==> config.mk <==
export PLATFORM = sky130hd
export DESIGN_NAME = mtc_timer
export DESIGN_NICKNAME = d
export VERILOG_FILES = /design/src/mtc_pkg.sv /design/src/mtc_pin_if.sv /design/src/mtc_pin_sync.sv /design/src/mtc_timer.sv
export VERILOG_INCLUDE_DIRS = /design/src
export SDC_FILE = /design/constraint.sdc
export NUM_CORES = 1
export LEC_CHECK = 0
export BUFFER_PORTS_ARGS = -buffer_cell sky130_fd_sc_hd__buf_2
export CAP_MARGIN = 20
export CORE_ASPECT_RATIO = 1.75
export CORE_MARGIN = 3
export CORE_UTILIZATION = 60
export CTS_BUF_LIST = sky130_fd_sc_hd__clkbuf_8
export CTS_CLUSTER_DIAMETER = 30
export DETAILED_ROUTE_END_ITERATION = 16
export GPL_ROUTABILITY_DRIVEN = 0
export PLACE_DENSITY = 0.81
export SYNTH_ARGS = -nofsm -noshare
export SYNTH_HDL_FRONTEND = slang
export SYNTH_HIERARCHICAL = 1
export SYNTH_SLANG_ARGS = --single-unit
export TNS_END_PERCENT = 50
==> constraint.sdc <==
create_clock -name CLK -period 8.82 [get_ports CLK]
set_clock_uncertainty 0.15 [all_clocks]
set_input_delay 1.764 -clock CLK [delete_from_list [all_inputs] [get_ports CLK]]
set_output_delay 1.764 -clock CLK [all_outputs]
set_load 0.02 [all_outputs]
==> src/mtc_cfg.svh <==
// Register offsets, field positions, reset values and timing counts of the timer
`ifndef MTC_CFG_SVH
`define MTC_CFG_SVH
`define MTC_OFF_CTRL 8'h00
`define MTC_OFF_PERIOD 8'h04
`define MTC_OFF_CAPDUTY 8'h08
`define MTC_OFF_COUNT 8'h0c
`define MTC_OFF_STATUS 8'h10
`define MTC_OFF_CMD 8'h14
`define MTC_CTRL_MODE_LSB 0
`define MTC_CTRL_START_LSB 4
`define MTC_CTRL_ACAP_BIT 6
`define MTC_CTRL_CAPTURE_EDGE_MODE_BIT 7
`define MTC_CTRL_SHOT_BIT 8
`define MTC_CTRL_TFF_BIT 9
`define MTC_CTRL_DIV_LSB 16
`define MTC_CTRL_RESET 32'h0000_0000
`define MTC_PERIOD_RESET 16'hffff
`define MTC_CAPDUTY_RESET 16'h0000
`define MTC_DIV_RESET 8'h03
`define MTC_CLK_MHZ 50
`define MTC_MACHINE_NS 80
`define MTC_MIN_PULSE_CYC ((2 * `MTC_MACHINE_NS * `MTC_CLK_MHZ + 999) / 1000)
`endif

==> src/mtc_pkg.sv <==
// Types shared by the timer modules
package mtc_pkg;
    typedef enum logic [2:0] {
        MTC_MODE_TIMER = 3'b000,
        MTC_MODE_EXTTRIG = 3'b001,
        MTC_MODE_EVENT = 3'b010,
        MTC_MODE_WINDOW = 3'b011,
        MTC_MODE_PULSEW = 3'b100,
        MTC_MODE_PPG = 3'b101
    } mtc_mode_t;
    typedef enum logic [1:0] {
        MTC_START_STOP = 2'b00,
        MTC_START_RUN = 2'b01,
        MTC_START_RISE = 2'b10,
        MTC_START_FALL = 2'b11
    } mtc_start_t;
endpackage

==> src/mtc_pin_if.sv <==
// Interface carrying the conditioned input pin events between modules
`timescale 1ns/1ns
`default_nettype none
interface mtc_pin_if;
    logic level;
    logic rise;
    logic fall;
    modport src (output level, output rise, output fall);
    modport dst (input level, input rise, input fall);
endinterface
`default_nettype wire

==> src/mtc_pin_sync.sv <==
// Three-stage synchroniser and edge detector for the timer input pin
`timescale 1ns/1ns
`default_nettype none
module mtc_pin_sync (
    input wire logic CLK, // System clock
    input wire logic RST_B, // Async reset, active low
    input wire logic pin_in, // Raw pin
    mtc_pin_if.src ev // Conditioned level and edges
);
    logic s1_q;
    logic s2_q;
    logic s3_q;
    always_ff @(posedge CLK or negedge RST_B)
    begin
        if (!RST_B)
        begin
            s1_q <= 1'b0;
            s2_q <= 1'b0;
            s3_q <= 1'b0;
        end
        else
        begin
            s1_q <= pin_in;
            s2_q <= s1_q;
            s3_q <= s2_q;
        end
    end
    assign ev.level = s3_q;
    assign ev.rise = s2_q & ~s3_q;
    assign ev.fall = ~s2_q & s3_q;
endmodule
`default_nettype wire

==> src/mtc_timer.sv <==
// Multimode 16-bit timer with capture and pulse output behind AHB-Lite
//
// Implementation choices: register access over AHB-Lite and the register addresses.
`timescale 1ns/1ns
`default_nettype none
`include "mtc_cfg.svh"
// Behaviour
// - Event mode counts selected pin edges; period match interrupts and clears.
// - Event mode match is checked only on the opposite pin edge.
// - Auto-capture copies counter each tick; wait one tick before reading.
// - Window mode counts ticks while window level active; match clears.
// - Start field picks window polarity, high or low.
// - Pulse-width starts at trigger edge, captures and interrupts at opposite.
// - Single-edge capture sets counter to 1; double-edge keeps and captures again.
// - Single-edge holds counter at 1 after capture until next trigger.
// - Pulse output starts on selected edge or software command.
// - Duty match toggles output and interrupts; period match likewise.
// - Period match: one-shot clears start field; continuous clears counter.
// - Start field at 00 freezes the pulse output pin level.
// - Flip-flop resets 0, loads initial level at start, pin is inverse.
// - Capture/duty writes ignored outside pulse-output mode.
// - Timer then pulse mode with initial level reinitialises flip-flop.
// - Low-power stop entry clears start field to 00.
module mtc_timer #(
    parameter int CW = 16
) (
    input wire logic CLK, // 50 MHz system clock
    input wire logic RST_B, // Async reset, active low
    input wire logic HSEL, // Slave select
    input wire logic [7:0] HADDR, // Byte address
    input wire logic [1:0] HTRANS, // Transfer type
    input wire logic HWRITE, // Write when high
    input wire logic [2:0] HSIZE, // Transfer size
    input wire logic [31:0] HWDATA, // Write data
    input wire logic HREADY, // Bus ready in
    output logic [31:0] HRDATA, // Read data
    output logic HREADYOUT, // Slave ready
    output logic HRESP, // Always OKAY
    input wire logic TIMER_INPUT_PIN, // Event, window or trigger input
    input wire logic STOP_ENTRY, // Low-power stop entry pulse
    output logic PULSE_OUTPUT_PIN, // Pulse output
    output logic MATCH_INTERRUPT // One-cycle match/capture pulse
);
    mtc_pin_if pin ();
    mtc_pin_sync u_sync (
        .CLK(CLK),
        .RST_B(RST_B),
        .pin_in(TIMER_INPUT_PIN),
        .ev(pin)
    );

    logic [31:0] ctrl_q;
    logic [CW-1:0] period_q;
    logic [CW-1:0] capduty_q;
    logic [CW-1:0] count_q;
    logic [7:0] div_cnt_q;
    logic tick;
    logic tff_q;
    logic run_q;
    logic hold_q;
    logic first_q;
    logic sticky_q;
    logic ph_wr_q;
    logic ph_rd_q;
    logic [7:0] ph_addr_q;
    logic irq_d;
    logic wr_ctrl;
    logic prev_ppg_q;
    mtc_pkg::mtc_mode_t mode;
    mtc_pkg::mtc_start_t start;
    logic acap;
    logic capture_edge_mode;
    logic shot;
    logic win_act;
    logic cnt_edge;
    logic opp_edge;
    logic ppg_go;
    logic [CW-1:0] wdata16;

    assign mode = mtc_pkg::mtc_mode_t'(ctrl_q[`MTC_CTRL_MODE_LSB +: 3]);
    assign start = mtc_pkg::mtc_start_t'(ctrl_q[`MTC_CTRL_START_LSB +: 2]);
    assign acap = ctrl_q[`MTC_CTRL_ACAP_BIT];
    assign capture_edge_mode = ctrl_q[`MTC_CTRL_CAPTURE_EDGE_MODE_BIT];
    assign shot = ctrl_q[`MTC_CTRL_SHOT_BIT];
    assign wdata16 = HWDATA[CW-1:0];

    // Bus address phase capture
    always_ff @(posedge CLK or negedge RST_B)
    begin
        if (!RST_B)
        begin
            ph_wr_q <= 1'b0;
            ph_rd_q <= 1'b0;
            ph_addr_q <= 8'h00;
        end
        else if (HREADY)
        begin
            ph_wr_q <= HSEL & HTRANS[1] & HWRITE;
            ph_rd_q <= HSEL & HTRANS[1] & ~HWRITE;
            ph_addr_q <= HADDR;
        end
    end
    assign HREADYOUT = 1'b1;
    assign HRESP = 1'b0;
    assign wr_ctrl = ph_wr_q && ph_addr_q == `MTC_OFF_CTRL;

    always_ff @(posedge CLK or negedge RST_B)
    begin
        if (!RST_B)
            HRDATA <= 32'h0000_0000;
        else if (HREADY && HSEL && HTRANS[1] && !HWRITE)
        begin
            unique case (HADDR)
                `MTC_OFF_CTRL: HRDATA <= ctrl_q;
                `MTC_OFF_PERIOD: HRDATA <= {16'h0000, period_q};
                `MTC_OFF_CAPDUTY: HRDATA <= {16'h0000, capduty_q};
                `MTC_OFF_COUNT: HRDATA <= {16'h0000, count_q};
                `MTC_OFF_STATUS: HRDATA <= {28'h0000000, first_q, sticky_q, run_q, tff_q};
                default: HRDATA <= 32'h0000_0000;
            endcase
        end
    end

    // Source-clock prescaler: one tick every div+1 system clocks
    always_ff @(posedge CLK or negedge RST_B)
    begin
        if (!RST_B)
            div_cnt_q <= 8'h00;
        else if (tick)
            div_cnt_q <= 8'h00;
        else
            div_cnt_q <= div_cnt_q + 8'h01;
    end
    assign tick = div_cnt_q >= ctrl_q[`MTC_CTRL_DIV_LSB +: 8];

    assign win_act = (start == mtc_pkg::MTC_START_FALL) ? ~pin.level : pin.level;
    assign cnt_edge = (start == mtc_pkg::MTC_START_FALL) ? pin.fall : pin.rise;
    assign opp_edge = (start == mtc_pkg::MTC_START_FALL) ? pin.rise : pin.fall;
    assign ppg_go = (start == mtc_pkg::MTC_START_RUN) ? 1'b1 : cnt_edge;

    // Control register, with hardware stop of the start field
    always_ff @(posedge CLK or negedge RST_B)
    begin
        if (!RST_B)
            ctrl_q <= `MTC_CTRL_RESET | (32'(`MTC_DIV_RESET) << `MTC_CTRL_DIV_LSB);
        else if (STOP_ENTRY)
            ctrl_q[`MTC_CTRL_START_LSB +: 2] <= 2'b00;
        else if (mode == mtc_pkg::MTC_MODE_PPG && run_q && tick && count_q == period_q && shot)
            ctrl_q[`MTC_CTRL_START_LSB +: 2] <= 2'b00;
        else if (wr_ctrl)
            ctrl_q <= HWDATA;
    end

    always_ff @(posedge CLK or negedge RST_B)
    begin
        if (!RST_B)
            period_q <= `MTC_PERIOD_RESET;
        else if (ph_wr_q && ph_addr_q == `MTC_OFF_PERIOD)
            period_q <= wdata16;
    end

    always_ff @(posedge CLK or negedge RST_B)
    begin
        if (!RST_B)
            prev_ppg_q <= 1'b0;
        else
            prev_ppg_q <= (mode == mtc_pkg::MTC_MODE_PPG);
    end

    // Counter, run state and capture
    always_ff @(posedge CLK or negedge RST_B)
    begin
        if (!RST_B)
        begin
            count_q <= '0;
            capduty_q <= `MTC_CAPDUTY_RESET;
            run_q <= 1'b0;
            hold_q <= 1'b0;
            first_q <= 1'b0;
            irq_d <= 1'b0;
        end
        else
        begin
            irq_d <= 1'b0;
            if (ph_wr_q && ph_addr_q == `MTC_OFF_CAPDUTY && mode == mtc_pkg::MTC_MODE_PPG)
                capduty_q <= wdata16;
            if (start == mtc_pkg::MTC_START_STOP)
            begin
                run_q <= 1'b0;
                hold_q <= 1'b0;
                first_q <= 1'b1;
                if (mode != mtc_pkg::MTC_MODE_PPG)
                    count_q <= '0;
            end
            else
            begin
                unique case (mode)
                    mtc_pkg::MTC_MODE_EVENT:
                    begin
                        if (cnt_edge)
                            count_q <= count_q + 1'b1;
                        else if (opp_edge && count_q == period_q)
                        begin
                            irq_d <= 1'b1;
                            count_q <= '0;
                        end
                        if (acap && tick)
                            capduty_q <= count_q;
                    end
                    mtc_pkg::MTC_MODE_WINDOW:
                    begin
                        if (tick && win_act)
                        begin
                            if (count_q == period_q)
                            begin
                                irq_d <= 1'b1;
                                count_q <= '0;
                            end
                            else
                                count_q <= count_q + 1'b1;
                        end
                        if (acap && tick)
                            capduty_q <= count_q;
                    end
                    mtc_pkg::MTC_MODE_PULSEW:
                    begin
                        if (cnt_edge)
                        begin
                            run_q <= 1'b1;
                            hold_q <= 1'b0;
                            if (!capture_edge_mode && run_q)
                            begin
                                capduty_q <= count_q;
                                irq_d <= 1'b1;
                                if (tick)
                                    count_q <= count_q + 1'b1;
                            end
                        end
                        else if (opp_edge && run_q)
                        begin
                            capduty_q <= count_q;
                            irq_d <= 1'b1;
                            first_q <= 1'b0;
                            if (capture_edge_mode)
                            begin
                                count_q <= {{(CW-1){1'b0}}, 1'b1};
                                hold_q <= 1'b1;
                                run_q <= 1'b0;
                            end
                            else if (tick)
                                count_q <= count_q + 1'b1;
                        end
                        else if (tick && run_q && !hold_q)
                            count_q <= count_q + 1'b1;
                    end
                    mtc_pkg::MTC_MODE_PPG:
                    begin
                        if (!run_q)
                        begin
                            if (ppg_go)
                            begin
                                run_q <= 1'b1;
                                count_q <= '0;
                            end
                        end
                        else if (tick)
                        begin
                            if (count_q == period_q)
                            begin
                                irq_d <= 1'b1;
                                count_q <= '0;
                            end
                            else
                            begin
                                if (count_q == capduty_q)
                                    irq_d <= 1'b1;
                                count_q <= count_q + 1'b1;
                            end
                        end
                    end
                    default:
                    begin
                        if (tick)
                        begin
                            if (count_q == period_q)
                            begin
                                irq_d <= 1'b1;
                                count_q <= '0;
                            end
                            else
                                count_q <= count_q + 1'b1;
                        end
                        if (acap && tick)
                            capduty_q <= count_q;
                    end
                endcase
            end
        end
    end

    // Sticky event flag, cleared by write of 1; a new event wins
    always_ff @(posedge CLK or negedge RST_B)
    begin
        if (!RST_B)
            sticky_q <= 1'b0;
        else if (irq_d)
            sticky_q <= 1'b1;
        else if (ph_wr_q && ph_addr_q == `MTC_OFF_STATUS && HWDATA[2])
            sticky_q <= 1'b0;
    end

    // Output flip-flop
    always_ff @(posedge CLK or negedge RST_B)
    begin
        if (!RST_B)
            tff_q <= 1'b0;
        else if (mode == mtc_pkg::MTC_MODE_PPG && !prev_ppg_q)
            tff_q <= ctrl_q[`MTC_CTRL_TFF_BIT];
        else if (wr_ctrl && HWDATA[`MTC_CTRL_MODE_LSB +: 3] == 3'b101
                 && start == mtc_pkg::MTC_START_STOP && !run_q)
            tff_q <= HWDATA[`MTC_CTRL_TFF_BIT];
        else if (mode == mtc_pkg::MTC_MODE_PPG && run_q && tick
                 && start != mtc_pkg::MTC_START_STOP
                 && (count_q == period_q || count_q == capduty_q))
            tff_q <= ~tff_q;
    end

    assign PULSE_OUTPUT_PIN = ~tff_q;
    assign MATCH_INTERRUPT = irq_d;
endmodule
`default_nettype wire

==> results_tabular.tex <==
\begin{tabular}{lr}
\hline
Metric & Value \\
\hline
\multicolumn{2}{l}{\textbf{Clock tree}} \\
\quad CTS tree & built \\
\quad CTS clk-pin slew, worst paths & 0.08 ns \\
\quad Number of hold buffers added after cts & 0 \\
\quad TritonCTS Buffers & 17 \\
\quad Root cell of the clock tree & clkbuf\_8 \\
\quad Clock latency on the worst-skew pair & 0.44 ns \\
\quad Setup Fix Bufs, Post-CTS & 0 \\
\quad CTS H-Tree Depth & 4 \\
\quad Clock sink count & 139 \\
\quad CTS max path bufs & 2 \\
\quad CTS resizes & 0 \\
\multicolumn{2}{l}{\textbf{Die}} \\
\quad Placeable core region & 12,600 µm² \\
\quad Top-Level Pins & 88 \\
\quad Starting utilization of the core area & 62.1\% \\
\quad Die area & 14,500 µm² \\
\quad Number of cell rows & 54 \\
\quad Width of the die & 92.4 µm \\
\quad Vertical die dimension & 157 µm \\
\multicolumn{2}{l}{\textbf{Finish}} \\
\quad Diode count & 0 \\
\quad Count of placed standard cells in the final layout, fillers left out & 1,016 \\
\quad Post-Layout Inst Area & 8700 µm² \\
\quad NumNets Final & 898 \\
\quad Core utilization of the finished layout & 68.9\% \\
\quad Fraction of final layout cells with drive strength greater than 1 & 24.1\% \\
\quad Area growth from synthesis to layout & 11.0\% \\
\multicolumn{2}{l}{\textbf{Worst setup path}} \\
\quad Worst Path Arrival & 3.96 ns \\
\quad Depth of the worst register-to-register path & 9 \\
\quad Crit-path cells & buf\_2 > or4\_1 > or3\_1 > inv\_1 > nand2\_1 > o21ai\_0 > a21oi\_1 > o21ai\_0 \\
\quad Worst reg2reg endpoint & count\_q[4] \\
\quad Largest incremental delay on the critical path & 0.56 ns \\
\quad Critical path peak fanout & 13 \\
\quad Required @ worst endpoint & 9.00 ns \\
\quad Kind of start point of the critical path & primary input \\
\quad Most used cell, CP & o21ai\_0 \\
\quad CP top delay family & simple AND/OR/NAND/NOR gates \\
\quad Buf+Inv Stages, Crit Path & 2 \\
\quad Kind of end point of the critical path & register \\
\quad WS Path Type & in -> reg \\
\quad Master of the slowest instance on the critical path & or4\_1 \\
\quad Register-to-Register Setup Slack & 5.06 ns \\
\quad Launch instance of the worst register-to-register path & div\_cnt\_q[2] \\
\multicolumn{2}{l}{\textbf{Pwr}} \\
\quad Peak supply drop & 80.8 µV \\
\quad Power density of the placed cells & 177 nW/µm² \\
\quad Reported leakage power & 3.79 nW \\
\quad Total power & 1.54 mW \\
\multicolumn{2}{l}{\textbf{Detailed routing}} \\
\quad Aggregate routed wire length & 20,800 µm \\
\quad Average via count per standard cell & 6.51 \\
\quad DRC violations left & 0 \\
\quad Number of design-rule violations left by the first detailed-router iteration & 494 \\
\quad Average wire per cell in the routed design & 20.5 µm \\
\quad Total number of vias & 6,617 \\
\quad Detailed-routing iteration count for the pre-antenna-repair pass & 6 \\
\quad Post-DRT Antenna Nets & 0 \\
\multicolumn{2}{l}{\textbf{Synthesis}} \\
\quad Count of warnings emitted by yosys & 6 \\
\quad Share of Yosys cell area claimed by the top area cell type & 38.6\% \\
\quad Yosys reg bits & 139 \\
\quad Number of distinct library cell variants in the gate-level netlist after synthesis & 66 \\
\quad Synthesized cell area & 7840 µm² \\
\quad Syn Inst Count & 782 \\
\quad Cell type with the highest aggregate area in the netlist & dfrtp\_1 \\
\quad Top area cells in the synthesized netlist & dfrtp\_1 39\%, dfstp\_2 6.0\%, mux2\_2 5.6\% \\
\quad Mean area per synthesized cell & 10.0 µm² \\
\quad Leading post-synthesis cells by instance count & 121 x dfrtp\_1, 87 x nand2\_1, 65 x o21ai\_0 \\
\quad Total nets after synthesis & 845 \\
\quad Most instantiated library cell after synthesis & dfrtp\_1 \\
\quad Post-synth top flop & dfrtp\_1 \\
\quad Sequential fraction of the synthesis area & 44.7\% \\
\quad Ys async rst share & 100\% \\
\quad Number of enable-type register cells in the synthesized netlist & 0 \\
\multicolumn{2}{l}{\textbf{STA}} \\
\quad Hold\_ws & 0.206 ns \\
\quad Post-layout min period & 3.78 ns \\
\quad Number of max-slew violations in the final report & 0 \\
\quad Worst setup margin & 5.04 ns \\
\quad Final setup violation count & 0 \\
\quad Max-slew headroom at the worst pin & 20.5\% \\
\quad Number of failing hold endpoints at the final stage & 0 \\
\quad Setup repair after global routing missed its margin & no \\
\quad Actual slew at the worst max-slew pin & 1.19 ns \\
\quad Final period util & 42.9\% \\
\quad Setup Total Neg Slack & 0 ns \\
\quad Top achievable clock speed & 264 MHz \\
\multicolumn{2}{l}{\textbf{Run status}} \\
\quad Result of the run & completed \\
\multicolumn{2}{l}{\textbf{Job}} \\
\quad Max-capacitance violation count & 0 \\
\multicolumn{2}{l}{\textbf{Worst hold path}} \\
\quad Path category of the worst min-delay check & reg -> reg \\
\quad Min-Delay Path Depth & 0 \\
\quad End point of the worst hold path & u\_sync/s2\_q \\
\quad Hold Path Origin & u\_sync/s1\_q \\
\multicolumn{2}{l}{\textbf{Placed design}} \\
\quad Count of port buffers added during placement & 81 \\
\quad Dpl cell area & 8270 µm² \\
\quad \# placed instances & 984 \\
\quad Placement-stage worst setup slack & 4.74 ns \\
\quad Hpwl dp & 14,800 µm \\
\multicolumn{2}{l}{\textbf{GRT}} \\
\quad Vias in the first global route & 6,807 \\
\quad Largest net degree at the start of global routing & 84 \\
\quad Remaining global-route overflow & 0 \\
\quad First-pass GRT wire length & 33,500 µm \\
\quad Global-route usage over all layers & 29.5\% \\
\quad Antenna violations before repair & 0 \\
\hline
\end{tabular}
[cell families (layout without fill, tap and decap cells)]
family                   Yosys count  in the layout  synth area share, %
flip-flops                       139            139                 44.7
adder cells (fa/ha/maj)           11             11                 1.76
AND/OR/NAND/NOR                  232            232                 14.8
buffers and inverters             83            149                 4.58
AO/OA/AOI/OAI                    178            178                 14.5
multiplexers                      96             96                 15.1
XOR/XNOR                          41             41                 4.58
other                              2              2               0.0958
[power by group]
group          internal [mW]  switching, mW
clock network          0.297          0.255
logic                  0.102          0.157
registers              0.685         0.0458
[layout by cell type (no fill, tap or decap), types with 18 or more instances in the layout]
cell type,n
dfrtp_1,121
nand2_1,87
buf_2,80
o21ai_0,65
mux2_2,39
xnor2_1,36
nor2_1,35
a21oi_1,34
mux2i_1,28
inv_1,27
nand3_1,20
clkbuf_8,19
a22o_1,18
dfstp_2,18
[worst max path at each step]
stage / from / to / slack (ns) / cells past startpoint
floorplan: HADDR[7] / HRDATA[22] / 5.10 / 5
global placement: HADDR[7] / HRDATA[2] / 4.83 / 8
detailed placement: HADDR[7] / HRDATA[3] / 4.74 / 8
CTS: HADDR[7] / HRDATA[1] / 5.16 / 8
global route: ctrl_q[19] / count_q[2] / 4.97 / 10
finish: HADDR[7] / HRDATA[1] / 5.04 / 8
[metal layers]
layer	global-route usage, %	routed length (µm)	part of all wire [%]
met5	0	0	0
met3	6.03	1310	6.3
met1	30.5	7190	35
met2	53.3	11000	53
met4	19.4	1310	6.3
[state kept, by name, summed over array words and instances, names as in the netlist]
signal / count
prev_ppg_q: 1
run_q: 1
u_sync/s1_q: 1
count_q: 16
ctrl_q: 32
hold_q: 1
first_q: 1
MATCH_INTERRUPT: 1
u_sync/s2_q: 1
period_q: 16
ph_addr_q: 8
div_cnt_q: 8
tff_q: 1
HRDATA: 32
u_sync/ev.level: 1
ph_wr_q: 1
sticky_q: 1
capduty_q: 16
[layout make-up]
| cell class | count | area, µm² |
|---|---|---|
| flip-flops and latches | 139 | 3500 |
| repair buffers | 90 | 479 |
| inverters | 27 | 101 |
| multi-input cells | 560 | 3980 |
| clock inverters | 13 | 166 |
| fillers | 892 | 3940 |
| well taps | 168 | 210 |
| clock buffers | 19 | 262 |
(Power assumes the default switching activity.)
